### src/inc/pbt_regs.vh
`ifndef PBT_REGS_VH
`define PBT_REGS_VH
// ==========================================
// training frame geometry
`define PBT_FRAME_WORDS 9'd348
`define PBT_WORD_SYMS 6'd46
`define PBT_CC_WORDS 9'd9
`define PBT_MARK_HALF 5'd23
`define PBT_OVH_START 6'd40
`define PBT_SYM_P1 2'b11
`define PBT_SYM_M1 2'b00
`define PBT_SYM_HOLD 2'b00
`define PBT_PRBS_SEED 13'h1fff
// ==========================================
// timing
`define PBT_CLK_NS 40
`define PBT_WAKE_NS 500
`define PBT_WAKE_CYC (`PBT_WAKE_NS / `PBT_CLK_NS)
// ==========================================
// register offsets
`define PBT_OFF_CTRL 8'h00
`define PBT_OFF_STAT 8'h04
`define PBT_OFF_TXCOEF 8'h08
`define PBT_OFF_TXSTAT 8'h0c
`define PBT_OFF_RXCOEF 8'h10
`define PBT_OFF_RXSTAT 8'h20
`define PBT_OFF_TAP 8'h30
`define PBT_CTRL_RST 32'h00000001
`define PBT_TAP_PRESET 6'h20
`define PBT_TAP_INIT 6'h10
// ==========================================
// control bit positions
`define PBT_B_TRAIN_OK 0
`define PBT_B_ALL_OFF 1
`define PBT_B_LANE_OFF 2
`define PBT_B_DS_EN 6
`define PBT_B_TX_MODE 7
`define PBT_B_RX_MODE 9
`define PBT_B_AUTO_OFF 11
`define PBT_B_LOOP 12
`define PBT_B_TRAIN_RUN 13
`define PBT_MODE_DATA 2'd0
`define PBT_MODE_QUIET 2'd1
`define PBT_MODE_ALERT 2'd2
`endif

### src/logic/pbt_frame_tx.v
`timescale 1ns/1ps
`default_nettype none
`include "pbt_regs.vh"
module pbt_frame_tx (
    input wire pclk,
    input wire presetn,
    input wire run,
    input wire [35:0] fld,
    output reg [1:0] sym_q
);
    reg [8:0] w_q;
    reg [5:0] s_q;
    reg lvl_q;
    reg [12:0] lf_q;
    wire [1:0] c = (s_q >= 6'd30) ? 2'd3 : (s_q >= 6'd20) ? 2'd2 : (s_q >= 6'd10) ? 2'd1 : 2'd0;
    wire ovh = s_q >= `PBT_OVH_START;
    wire [5:0] posw = ovh ? s_q - `PBT_OVH_START : s_q - {1'b0, c, 3'b000} - {3'b000, c, 1'b0};
    wire [5:0] idx = {w_q[3:0] - 4'd1, 2'b00} + {4'b0000, c};
    wire bitv = ovh | fld[6'd35 - idx];
    wire cc = (w_q != 9'd0) && (w_q <= `PBT_CC_WORDS);
    wire mid = posw == (ovh ? 6'd3 : 6'd5);
    wire lvl_d = (cc && (posw == 6'd0 || (mid && bitv))) ? ~lvl_q : lvl_q;
    // ==========================================
    // marker, dme control channel, prbs13 pattern
    always @(posedge pclk or negedge presetn) begin
        if (!presetn) begin
            w_q <= 9'd0;
            s_q <= 6'd0;
            lvl_q <= 1'b0;
            lf_q <= `PBT_PRBS_SEED;
            sym_q <= `PBT_SYM_HOLD;
        end else if (!run) begin
            w_q <= 9'd0;
            s_q <= 6'd0;
            lvl_q <= 1'b0;
            sym_q <= `PBT_SYM_HOLD;
        end else begin
            if (s_q == `PBT_WORD_SYMS - 6'd1) begin
                s_q <= 6'd0;
                w_q <= (w_q == `PBT_FRAME_WORDS - 9'd1) ? 9'd0 : w_q + 9'd1;
            end else begin
                s_q <= s_q + 6'd1;
            end
            lvl_q <= (w_q == 9'd0) ? 1'b0 : lvl_d;
            if (w_q == 9'd0) begin
                sym_q <= (s_q < {1'b0, `PBT_MARK_HALF}) ? `PBT_SYM_P1 : `PBT_SYM_M1;
            end else if (cc) begin
                sym_q <= lvl_d ? `PBT_SYM_P1 : `PBT_SYM_M1;
            end else begin
                lf_q <= {lf_q[11:0], lf_q[12] ^ lf_q[11] ^ lf_q[1] ^ lf_q[0]};
                sym_q <= lf_q[1:0];
            end
        end
    end
endmodule
`default_nettype wire

### src/logic/pbt_frame_rx.v
`timescale 1ns/1ps
`default_nettype none
`include "pbt_regs.vh"
module pbt_frame_rx (
    input wire pclk,
    input wire presetn,
    input wire [1:0] rx_sym,
    output reg [35:0] fld_q,
    output reg vld_q,
    output reg lock_q
);
    reg [8:0] w_q;
    reg [5:0] s_q;
    reg [4:0] pr_q;
    reg [4:0] mr_q;
    reg pok_q;
    reg a_q;
    reg p_q;
    reg viol_q;
    reg [35:0] sr_q;
    wire lv = rx_sym == `PBT_SYM_P1;
    wire lm = rx_sym == `PBT_SYM_M1;
    wire [1:0] c = (s_q >= 6'd30) ? 2'd3 : (s_q >= 6'd20) ? 2'd2 : (s_q >= 6'd10) ? 2'd1 : 2'd0;
    wire ovh = s_q >= `PBT_OVH_START;
    wire [5:0] posw = ovh ? s_q - `PBT_OVH_START : s_q - {1'b0, c, 3'b000} - {3'b000, c, 1'b0};
    wire cc = (w_q != 9'd0) && (w_q <= `PBT_CC_WORDS);
    wire h1 = posw == (ovh ? 6'd1 : 6'd2);
    wire h2 = posw == (ovh ? 6'd4 : 6'd7);
    wire mark = lm && pok_q && (mr_q == `PBT_MARK_HALF - 5'd1);
    wire bitv = a_q ^ lv;
    // ==========================================
    // marker search and dme cell decode
    always @(posedge pclk or negedge presetn) begin
        if (!presetn) begin
            w_q <= 9'd0;
            s_q <= 6'd0;
            pr_q <= 5'd0;
            mr_q <= 5'd0;
            pok_q <= 1'b0;
            a_q <= 1'b0;
            p_q <= 1'b0;
            viol_q <= 1'b0;
            sr_q <= 36'h0;
            fld_q <= 36'h0;
            vld_q <= 1'b0;
            lock_q <= 1'b0;
        end else begin
            vld_q <= 1'b0;
            if (lv) begin
                pr_q <= (pr_q == `PBT_MARK_HALF) ? pr_q : pr_q + 5'd1;
                mr_q <= 5'd0;
                pok_q <= 1'b0;
            end else begin
                pr_q <= 5'd0;
                if (pr_q == `PBT_MARK_HALF) begin
                    pok_q <= lm;
                    mr_q <= 5'd1;
                end else begin
                    mr_q <= (pok_q && lm) ? mr_q + 5'd1 : 5'd0;
                    pok_q <= pok_q && lm;
                end
            end
            if (mark) begin
                lock_q <= 1'b1;
                w_q <= 9'd1;
                s_q <= 6'd0;
                p_q <= 1'b0;
                viol_q <= 1'b0;
                pok_q <= 1'b0;
            end else if (lock_q) begin
                if (s_q == `PBT_WORD_SYMS - 6'd1) begin
                    s_q <= 6'd0;
                    w_q <= (w_q == `PBT_FRAME_WORDS - 9'd1) ? 9'd0 : w_q + 9'd1;
                end else begin
                    s_q <= s_q + 6'd1;
                end
                if (cc && h1) begin
                    a_q <= lv;
                    if (lv == p_q)
                        viol_q <= 1'b1;
                end
                if (cc && h2) begin
                    p_q <= lv;
                    if (ovh && !bitv)
                        viol_q <= 1'b1;
                    if (!ovh)
                        sr_q <= {sr_q[34:0], bitv};
                end
                if (w_q == `PBT_CC_WORDS + 9'd1 && s_q == 6'd0 && !viol_q) begin
                    fld_q <= sr_q;
                    vld_q <= 1'b1;
                end
            end
        end
    end
endmodule
`default_nettype wire

### src/logic/pbt_ctl.v
// Functional notes
// with deep sleep, wake mode sends alert frames back to back on every lane
// equalizer taps keep trained values whatever the transmit power state
// all_lanes_signal_ok is the AND of the four lane_signal_ok bits
// lane_signal_ok follows that lane's training signal detect variable
// training not allowed forces all four lane_signal_ok to one
// deep sleep: lane_signal_ok clears when receive state first enters quiet
// in quiet, lane_signal_ok rises within 500 ns of a valid wake pattern
// in quiet, lane_signal_ok stays low while far transmitter is disabled
// all_tx_off makes all four transmitters hold a constant level
// a combined fault may set all_tx_off
// loopback works regardless of transmit-off controls and leaves transmitter alone
// deep sleep: transmitters off on entering quiet, back on when leaving
// lane_tx_off stops only that lane's transmitter at a constant level
// combined_fault is OR of receive, transmit and implementation faults
// all_tx_off is no transmit fault; a transmit fault should raise it
// a frame is 348 words of 46 symbols, sent back to back
// frame starts with 23 plus-one then 23 minus-one symbols
// control bits use differential manchester cells of +1/-1 runs
// any coding violation discards the whole control channel of that frame
// control channel is 9 words of four 10-symbol cells plus 6-symbol overhead
// every overhead cell encodes a one
// coefficient update in first 16 cells from cell 15; status after, from cell 19
// remaining 338 words carry a prbs13 pattern
// each of three taps has a 2-bit increment, decrement or hold code
// marker first, then nine control words, then pattern words
//
// Decided for this implementation: the APB register port and the register addresses.
`timescale 1ns/1ps
`default_nettype none
`include "pbt_regs.vh"
module pbt_ctl #(
    parameter NFLT = 2
) (
    input wire pclk,
    input wire presetn,
    input wire psel,
    input wire penable,
    input wire pwrite,
    input wire [7:0] paddr,
    input wire [31:0] pwdata,
    output reg [31:0] prdata,
    output reg pready,
    output reg pslverr,
    input wire [3:0] lane_sig_det,
    input wire [3:0] lane_rx_alert,
    input wire rx_side_fault,
    input wire tx_side_fault,
    input wire [NFLT-1:0] impl_fault,
    input wire [7:0] pma_tx_sym,
    input wire [7:0] line_rx_sym,
    output reg [7:0] line_tx_sym,
    output reg [7:0] pma_rx_sym,
    output reg [3:0] lane_signal_ok,
    output reg all_lanes_signal_ok,
    output reg combined_fault
);
    // ==========================================
    // registers
    reg [31:0] ctrl_q;
    reg [15:0] txcoef_q;
    reg [17:0] txstat_q;
    reg [1:0] rxm_q;
    reg [1:0] txm_q;
    reg quiet_off_q;
    reg txf_q;
    reg rxf_q;
    wire [3:0] ok_d;
    wire [3:0] lock;
    wire [71:0] tap_all;
    wire [63:0] rxcoef_all;
    wire [79:0] rxstat_all;
    wire [7:0] gen_sym;
    wire train_ok = ctrl_q[`PBT_B_TRAIN_OK];
    wire ds_en = ctrl_q[`PBT_B_DS_EN];
    wire [1:0] tx_mode = ctrl_q[`PBT_B_TX_MODE+:2];
    wire [1:0] rx_mode = ctrl_q[`PBT_B_RX_MODE+:2];
    wire run_train = ctrl_q[`PBT_B_TRAIN_RUN];
    wire alert = ds_en && tx_mode == `PBT_MODE_ALERT;
    wire gen_run = run_train | alert;
    wire rx_quiet = ds_en && rx_mode == `PBT_MODE_QUIET;
    wire rx_quiet_entry = rx_quiet && rxm_q != `PBT_MODE_QUIET;
    wire tx_quiet = ds_en && tx_mode == `PBT_MODE_QUIET;
    wire fault_d = rx_side_fault | tx_side_fault | (|impl_fault);
    wire apb_acc = psel && penable && pready;
    wire apb_wr = apb_acc && pwrite && !pslverr;
    // ==========================================
    // outgoing control channel fields
    wire [15:0] coef_tx = {txcoef_q[15:7], ^{txcoef_q[15:7], txcoef_q[5:0]}, txcoef_q[5:0]};
    wire [18:0] stat_low = {alert, txstat_q[17:0]};
    wire [35:0] cc_fld = {coef_tx, ^stat_low, stat_low};
    function [5:0] tap_step;
        input [5:0] t;
        input [1:0] code;
        begin
            tap_step = t;
            if (code == 2'b01 && t != 6'h3f)
                tap_step = t + 6'd1;
            else if (code == 2'b10 && t != 6'h00)
                tap_step = t - 6'd1;
        end
    endfunction
    function map_ok;
        input [7:0] a;
        begin
            map_ok = (a[7:6] == 2'b00) && (a[1:0] == 2'b00);
        end
    endfunction
    // ==========================================
    // per lane logic
    genvar i;
    generate
        for (i = 0; i < 4; i = i + 1) begin : g_lane
            reg [3:0] wc_q;
            reg [17:0] tap_q;
            reg [15:0] rc_q;
            reg [19:0] rs_q;
            reg ok_r;
            wire [35:0] rfld;
            wire rvld;
            wire off = ctrl_q[`PBT_B_ALL_OFF] | ctrl_q[`PBT_B_LANE_OFF + i] | quiet_off_q;
            wire [1:0] src = gen_run ? gen_sym[2*i+:2] : pma_tx_sym[2*i+:2];
            wire par_ok = ~^rfld[35:20];
            pbt_frame_tx u_tx (
                .pclk(pclk),
                .presetn(presetn),
                .run(gen_run),
                .fld(cc_fld),
                .sym_q(gen_sym[2*i+:2])
            );
            pbt_frame_rx u_rx (
                .pclk(pclk),
                .presetn(presetn),
                .rx_sym(line_rx_sym[2*i+:2]),
                .fld_q(rfld),
                .vld_q(rvld),
                .lock_q(lock[i])
            );
            assign ok_d[i] = !train_ok ? 1'b1 :
                rx_quiet_entry ? 1'b0 :
                rx_quiet ? (ok_r | (wc_q >= `PBT_WAKE_CYC - 1)) :
                lane_sig_det[i];
            assign tap_all[18*i+:18] = tap_q;
            assign rxcoef_all[16*i+:16] = rc_q;
            assign rxstat_all[20*i+:20] = rs_q;
            always @(posedge pclk or negedge presetn) begin
                if (!presetn) begin
                    wc_q <= 4'd0;
                    tap_q <= {3{`PBT_TAP_INIT}};
                    rc_q <= 16'h0;
                    rs_q <= 20'h0;
                    ok_r <= 1'b0;
                    line_tx_sym[2*i+:2] <= `PBT_SYM_HOLD;
                    pma_rx_sym[2*i+:2] <= `PBT_SYM_HOLD;
                end else begin
                    ok_r <= ok_d[i];
                    if (rx_quiet && lane_rx_alert[i] && wc_q != 4'hf)
                        wc_q <= wc_q + 4'd1;
                    else if (!lane_rx_alert[i])
                        wc_q <= 4'd0;
                    line_tx_sym[2*i+:2] <= off ? `PBT_SYM_HOLD : src;
                    pma_rx_sym[2*i+:2] <= ctrl_q[`PBT_B_LOOP] ? src : line_rx_sym[2*i+:2];
                    if (rvld) begin
                        rs_q <= rfld[19:0];
                        rc_q <= rfld[35:20];
                    end
                    if (rvld && par_ok && run_train) begin
                        if (rfld[33])
                            tap_q <= {3{`PBT_TAP_PRESET}};
                        else if (rfld[32])
                            tap_q <= {3{`PBT_TAP_INIT}};
                        else begin
                            tap_q[17:12] <= tap_step(tap_q[17:12], rfld[25:24]);
                            tap_q[11:6] <= tap_step(tap_q[11:6], rfld[23:22]);
                            tap_q[5:0] <= tap_step(tap_q[5:0], rfld[21:20]);
                        end
                    end
                end
            end
        end
    endgenerate
    // ==========================================
    // status, power states and fault
    always @(posedge pclk or negedge presetn) begin
        if (!presetn) begin
            rxm_q <= `PBT_MODE_DATA;
            txm_q <= `PBT_MODE_DATA;
            quiet_off_q <= 1'b0;
            lane_signal_ok <= 4'h0;
            all_lanes_signal_ok <= 1'b0;
            combined_fault <= 1'b0;
            txf_q <= 1'b0;
            rxf_q <= 1'b0;
        end else begin
            rxm_q <= rx_mode;
            txm_q <= tx_mode;
            if (tx_quiet && txm_q != `PBT_MODE_QUIET)
                quiet_off_q <= 1'b1;
            else if (!tx_quiet)
                quiet_off_q <= 1'b0;
            lane_signal_ok <= ok_d;
            all_lanes_signal_ok <= &ok_d;
            combined_fault <= fault_d;
            txf_q <= tx_side_fault;
            rxf_q <= rx_side_fault;
        end
    end
    // ==========================================
    // apb slave
    always @(posedge pclk or negedge presetn) begin
        if (!presetn) begin
            ctrl_q <= `PBT_CTRL_RST;
            txcoef_q <= 16'h0;
            txstat_q <= 18'h0;
        end else begin
            if (apb_wr) begin
                case (paddr)
                    `PBT_OFF_CTRL: ctrl_q <= {18'h0, pwdata[13:0]};
                    `PBT_OFF_TXCOEF: txcoef_q <= pwdata[15:0];
                    `PBT_OFF_TXSTAT: txstat_q <= pwdata[17:0];
                    default: ctrl_q <= ctrl_q;
                endcase
            end
            if (ctrl_q[`PBT_B_AUTO_OFF] && (combined_fault | tx_side_fault))
                ctrl_q[`PBT_B_ALL_OFF] <= 1'b1;
        end
    end
    always @(posedge pclk or negedge presetn) begin
        if (!presetn) begin
            pready <= 1'b0;
            pslverr <= 1'b0;
            prdata <= 32'h0;
        end else begin
            pready <= psel && penable && !pready;
            if (psel && penable && !pready) begin
                pslverr <= !map_ok(paddr);
                prdata <= 32'h0;
                if (!pwrite && map_ok(paddr)) begin
                    case (paddr[5:2])
                        4'h0: prdata <= ctrl_q;
                        4'h1: prdata <= {20'h0, lock, rxf_q, txf_q, combined_fault,
                            all_lanes_signal_ok, lane_signal_ok};
                        4'h2: prdata <= {16'h0, txcoef_q};
                        4'h3: prdata <= {14'h0, txstat_q};
                        4'h4, 4'h5, 4'h6, 4'h7: prdata <= {16'h0, rxcoef_all[16*paddr[3:2]+:16]};
                        4'h8, 4'h9, 4'ha, 4'hb: prdata <= {12'h0, rxstat_all[20*paddr[3:2]+:20]};
                        4'hc, 4'hd, 4'he, 4'hf: prdata <= {14'h0, tap_all[18*paddr[3:2]+:18]};
                        default: prdata <= 32'h0;
                    endcase
                end
            end
        end
    end
endmodule
`default_nettype wire

### config.mk
export PLATFORM = sky130hd
export DESIGN_NAME = pbt_ctl
export DESIGN_NICKNAME = d
export VERILOG_FILES = /design/src/logic/pbt_frame_tx.v /design/src/logic/pbt_frame_rx.v /design/src/logic/pbt_ctl.v
export VERILOG_INCLUDE_DIRS = /design/src /design/src/inc
export SDC_FILE = /design/constraint.sdc
export NUM_CORES = 2
export LEC_CHECK = 0
export BUFFER_PORTS_ARGS = -buffer_cell sky130_fd_sc_hd__buf_4
export CORE_MARGIN = 2
export CORE_UTILIZATION = 55
export DETAILED_ROUTE_END_ITERATION = 8
export PLACE_DENSITY = 0.76
export SLEW_MARGIN = 25
export SYNTH_ARGS = -nofsm -noshare
export SYNTH_HDL_FRONTEND = slang
export SYNTH_HIERARCHICAL = 1
export SYNTH_SLANG_ARGS = --single-unit
export TNS_END_PERCENT = 10
### constraint.sdc
create_clock -name pclk -period 6.7 [get_ports pclk]
set_clock_uncertainty 0.1 [all_clocks]
set_input_delay 0 -clock pclk [delete_from_list [all_inputs] [get_ports pclk]]
set_output_delay 0 -clock pclk [all_outputs]
set_load 0.1 [all_outputs]
# Word-level counts from Yosys, hierarchy flattened
# Index checks and enable logic that the tools add are counted.
# classes
n_addsub,88
n_mul,2
magnitude_cmp,52
eq_ne,123
shifts,3
mux,283
bitwise,56
n_reduce_logical,230
# ops
cell,n
$mux W6,52
$mux W9,28
$pmux W32 S7,1
$mux W18,8
$add A6 B1 Y6 const B,20
$mux W2,58
$mux W5,20
$mux W1,99
$logic_and A1 B1 Y1,97
$ge A6 B5 Y1 const B,16
$shiftx A80 B8 Y20,1
$add A9 B1 Y9 const B,8
$eq A6 B6 Y1,12
$eq A9 B9 Y1 const B,8
$le A9 B4 Y1 const B,8
$ne A6 B6 Y1 const B,12
$reduce_bool A6 Y1,12
$reduce_bool A9 Y1,8
$shiftx A72 B8 Y18,1
$sub A6 B1 Y6 const B,12
$reduce_xnor A16 Y1,4
$shiftx A64 B7 Y16,1
$eq A6 B6 Y1 const B,8
$ge A6 B4 Y1 const B,8
50 further kinds,335
# word_totals
reg_bits,883
output_inout_bits,56
elab_cells,956

# Depth between registers and ports, before layout
# logic_depth
depth_word,17
ltp_mapped,21
mapped_depth_nobuf,18

# Cells and area by module
# Netlist, hierarchy kept.
# by_module_without_submodules
mod,instances,cells_each,area_each_um2,seq_area_each_um2
pbt_ctl,1,1557,18853.1,8299.2
pbt_frame_rx (g_lane[1].u_rx ...),3,401,5014.8,2577.5
pbt_frame_tx (g_lane[0].u_tx ...),3,273,2536.2,792.0
pbt_frame_rx (g_lane[0].u_rx),1,397,4961.0,2577.5
pbt_frame_tx (g_lane[3].u_tx),1,276,2571.2,792.0

# Worst setup path before layout
# Ideal clock, no wire load.
# synth_timing
path_type,reg2reg
start,reg g_lane[0].u_rx.s_q[4]
end,reg g_lane[0].u_rx.sr_q[0]
arrival_time_ps,3660
required_time_ps,6475
path_slack_ps,2815
path_stages_with_launch,18
n_path_buf,2
synth_period_minus_slack_ps,3885
path_cell_list,dfrtp_1 > buf_2 > inv_1 > ha_1 > nor3b_1 > o32ai_1 > o21ai_0 > ha_1 > inv_1 > ha_1 > a21boi_0 > o21a_1 > o21ai_0 > a211oi_1 > nor2b_1 > nand4_4 > buf_6 > mux2_4
# synth_via
elab_chain_len,10
elab_cells_between_ends,16
cone_classes,add/sub: 3; order compare: 4; eq/ne: 1; mux: 5; bitwise: 1; reduce/logical: 2
# synth_lines
item,line,text
"start, declared",pbt_frame_rx.v:13,reg [5:0] s_q;
"start signal, assigned",pbt_frame_rx.v:75,s_q <= s_q + 6'd1;
$ge A6 B4 Y1,pbt_frame_rx.v:23,wire [1:0] c = (s_q >= 6'd30) ? 2'd3 : (s_q >= 6'd20) ? 2'd2 : (s_q >= 6'd10) ? 2'd1 : 2'd0;
$mux W1,pbt_frame_rx.v:23,
$mux W2 (2 in a row),pbt_frame_rx.v:23,
$sub A6 B5 Y6,pbt_frame_rx.v:25,"wire [5:0] posw = ovh ? s_q - `PBT_OVH_START : s_q - {1'b0, c, 3'b000} - {3'b000, c, 1'b0};"
$sub A6 B3 Y6,pbt_frame_rx.v:25,
$mux W6,pbt_frame_rx.v:25,
$eq A6 B6 Y1,pbt_frame_rx.v:28,wire h2 = posw == (ovh ? 6'd4 : 6'd7);
$logic_and A1 B1 Y1,pbt_frame_rx.v:82,if (cc && h2) begin
$reduce_and A4 Y1 (no source line) (*),--,
"end signal, assigned",pbt_frame_rx.v:87,"sr_q <= {sr_q[34:0], bitv};"
"end, declared",pbt_frame_rx.v:20,reg [35:0] sr_q;
# Mark *: on every way between the ends. The rest lies on a longest branch, timed or not.
# A chain may end at the register's enable or synchronous reset.

# Worst setup path after layout
# layout_timing
start,reg g_lane[0].u_rx.s_q[4]
end,reg g_lane[0].u_rx.sr_q[34]
# Same word-level chain as after synthesis.

==> results.toml <==
[run]
cap_violations = 0

[logic_synthesis]
yosys_register_bits = 867
synth-warning-count = 6
netlist_instances = 4252
avgSynthCellArea_um2 = 11.5
synth-edff-count = 0
syn_area_um2 = 49000
ys.flop_type = "dfrtp_1"
synth-async-reset-ratio = 1.00
yosysUniqueCellTypes = 106
ys_top_cells_by_area = "dfrtp_1, mux2_2, ha_1, mux2_4, dfstp_2"
yosysSeqAreaShare = 0.444
synth_top_area_frac = 0.409
yosys.area.top_type = "dfrtp_1"

[setup_path]
required_ps = 7130
critPathKind = "reg -> reg"
critPathMaxFanout = 36
critical_path_arrival_ps = 5650
endpoint_kind = "flop"
critPathLaunchType = "flop"
r2r_cells = 15

[final_layout]
syn_to_final_growth_pct = 11.1
final_util = 0.617
drive_gt1_frac = 0.252
final_area_um2 = 54500
fillers = 6733
fin_nets = 4750
finalNonFillerCells = 5639

[die]
start_util = 0.555
die_area_um2 = 91600
ios = 129
num_rows = 109
die_y_um = 303
core_um2 = 88400
die_x_um = 303

[sta]
setup_viol = 0
tns_ps = 0
rsz0062_at_grt = "no"
worst_pin_slew_ps = 1040
finalMaxSlewViolations = 0
hold_violations = 0
max_slew_margin = 0.305
max_freq_ghz = 0.192
post-route-period-util = 0.778
layout_min_cycle_time_ps = 5220

[detailed_routing]
routed_wl_mm = 119
drt-initial-drc-count = 3004
drtPass1Iterations = 7
drtAntennaViolNets = 0
routed_via_density = 6.02
vias = 33900
wl_per_cell_um = 21.2
route.detailed.drc = 0

[cts]
clockBufferDepth = 3
cts_hold_buf = 69
clk_latency_ps = 670
cts_setup_buffers = 0
cts_inserted_buffers = 93
cts_resized = 0
cts_sinks = 867
htree_levels = 3
path_clk_slew_ps = 60
cts_root_buffer = "clkbuf_16"
cts_tree = "built"

[place]
place_congestion = 0.929
dp_hpwl_mm = 82.0
port_buffers = 102
dpl.cell_count = 5393
dpl_cell_area_um2 = 50500

[min_path]
min_path_cells = 3
hp-class = "in -> reg"

[global_route]
grt_pass1_vias = 34000
grt_antenna_before_repair = 10
grt_pass1_wl_mm = 191
grt_overflow_total = 0
grt_max_degree = 163
grt_use_total = 0.263

[pwr]
vdd_ir_drop_max_mv = 0.244
power_per_cell_area_nw_per_um2 = 203
power_leakage_nw = 25.8

[run_status]
outcome = "complete, no violations"
[final timing paths]
check                                                   from                              endpoint  slack [ps]
max                        g_lane[0].u_rx/s_q[4]$_DFFE_PN0P_   g_lane[0].u_rx/sr_q[34]$_DFFE_PN0P_        1480
max reg2reg                g_lane[0].u_rx/s_q[4]$_DFFE_PN0P_   g_lane[0].u_rx/sr_q[34]$_DFFE_PN0P_        1480
max in group asynchronous                            presetn  g_lane[1].u_rx/fld_q[12]$_DFFE_PN0P_        4730
min in group asynchronous                            presetn   g_lane[1].u_tx/lf_q[12]$_DFFE_PN1P_         440
min reg2reg                            ctrl_q[7]$_DFFE_PN0P_                    txm_q[0]$_DFF_PN0_         340
min                                               pwdata[16]              txstat_q[16]$_DFFE_PN0P_          40
[sequential cells by signal, summed over array words and instances, names as in the netlist, 14 cells and up]
signal and count:
g_lane.u_rx/s_q 24, txcoef_q 16, g_lane.wc_q 16, g_lane.u_rx/w_q 36
g_lane.u_tx/w_q 36, txstat_q 18, prdata 20, g_lane.u_rx/pr_q 20
g_lane.u_rx/sr_q 144, g_lane.rc_q 64, g_lane.u_tx/s_q 24, g_lane.u_rx/mr_q 20
ctrl_q 14, g_lane.rs_q 80, g_lane.u_tx/lf_q 52, g_lane.u_rx/fld_q 144
g_lane.tap_q 72
[cells by family (layout without fill, tap and decap cells)]
family,count (synthesis),count (layout),share of synthesized area
other,1,14,0.0000765
AO/OA/AOI/OAI,629,629,0.0847
adder cells (fa/ha/maj),285,285,0.0746
flip-flops,867,867,0.444
buffers and inverters,376,585,0.0378
multiplexers,751,751,0.197
XOR/XNOR,258,258,0.0480
AND/OR/NAND/NOR,1085,1085,0.113
[worst max-delay path, cell delays in order, from the launching register on]
cell and delay [ps]:
dfrtp_1 540, inv_1 160, ha_1 200, nor3b_1 130, o32ai_1 310, o21ai_0 230, ha_1 320, inv_1 40
ha_1 340, a21boi_0 280, o21a_1 140, o21ai_0 90, a211oi_1 310, nor2b_1 410, nand4_4 850, mux2_4 610
[cell type report]
class                      instances  area [µm²]  area share
tap                             1165        1460      0.0267
inverter                         211         805      0.0148
multi-input combinational       3020       25500       0.467
antenna                            2        5.00   0.0000918
clock buffer                     127        2660      0.0487
sequential                       867       21800       0.400
timing repair buffer             199        1730      0.0317
clock inverter                    48         601      0.0110
[stage by stage]
stage | hold slack, ps | total power, mW | worst slack [ps]
6_report | 43.0 | 11.1 | 1480
5_1_grt | 46.3 | 11.4 | 1030
4_1_cts | 1.76 | 11.2 | 1500
3_5_place_dp | -53.1 | 5.70 | 1560
3_3_place_gp | -60.0 | 5.70 | 1690
2_1_floorplan | -396 | 5.51 | 2810
[cell usage after synthesis, types with 34 or more instances]
cell type	n
a21o_1	34
a21oi_1	125
buf_2	40
clkbuf_1	65
dfrtp_1	802
dfstp_2	65
ha_1	273
inv_1	206
mux2_2	483
mux2_4	130
mux2i_1	60
mux4_2	72
nand2_1	274
nand3_1	146
nand4_1	36
nor2_1	276
nor3_1	55
o21ai_0	184
o31ai_1	45
xnor2_1	170
xor2_1	81
[layer usage]
layer  up-vias  GRT usage  wire length [µm]
met3       218     0.0516              8430
met1     17200      0.359             51200
met4        10     0.0958              4200
met5         -          0                66
li1      15500          -                 -
met2      1000      0.421             55600
[cell usage in the layout, fill, tap and decap left out, types with 65 or more instances in the layout]
master	n
dfrtp_1	800
mux2_2	483
nor2_1	276
nand2_1	274
ha_1	273
inv_1	206
o21ai_0	184
xnor2_1	170
nand3_1	146
mux2_4	130
buf_4	126
a21oi_1	125
clkbuf_16	94
xor2_1	81
mux4_2	72
dlygate4sd3_1	68
dfstp_2	65
[report_power, final]
part           internal (mW)  switching (mW)
combinational          0.103           0.272
sequential              5.25          0.0106
clock                   3.19            2.24
total                   8.55            2.52
Power figures use the tool's default switching activity.
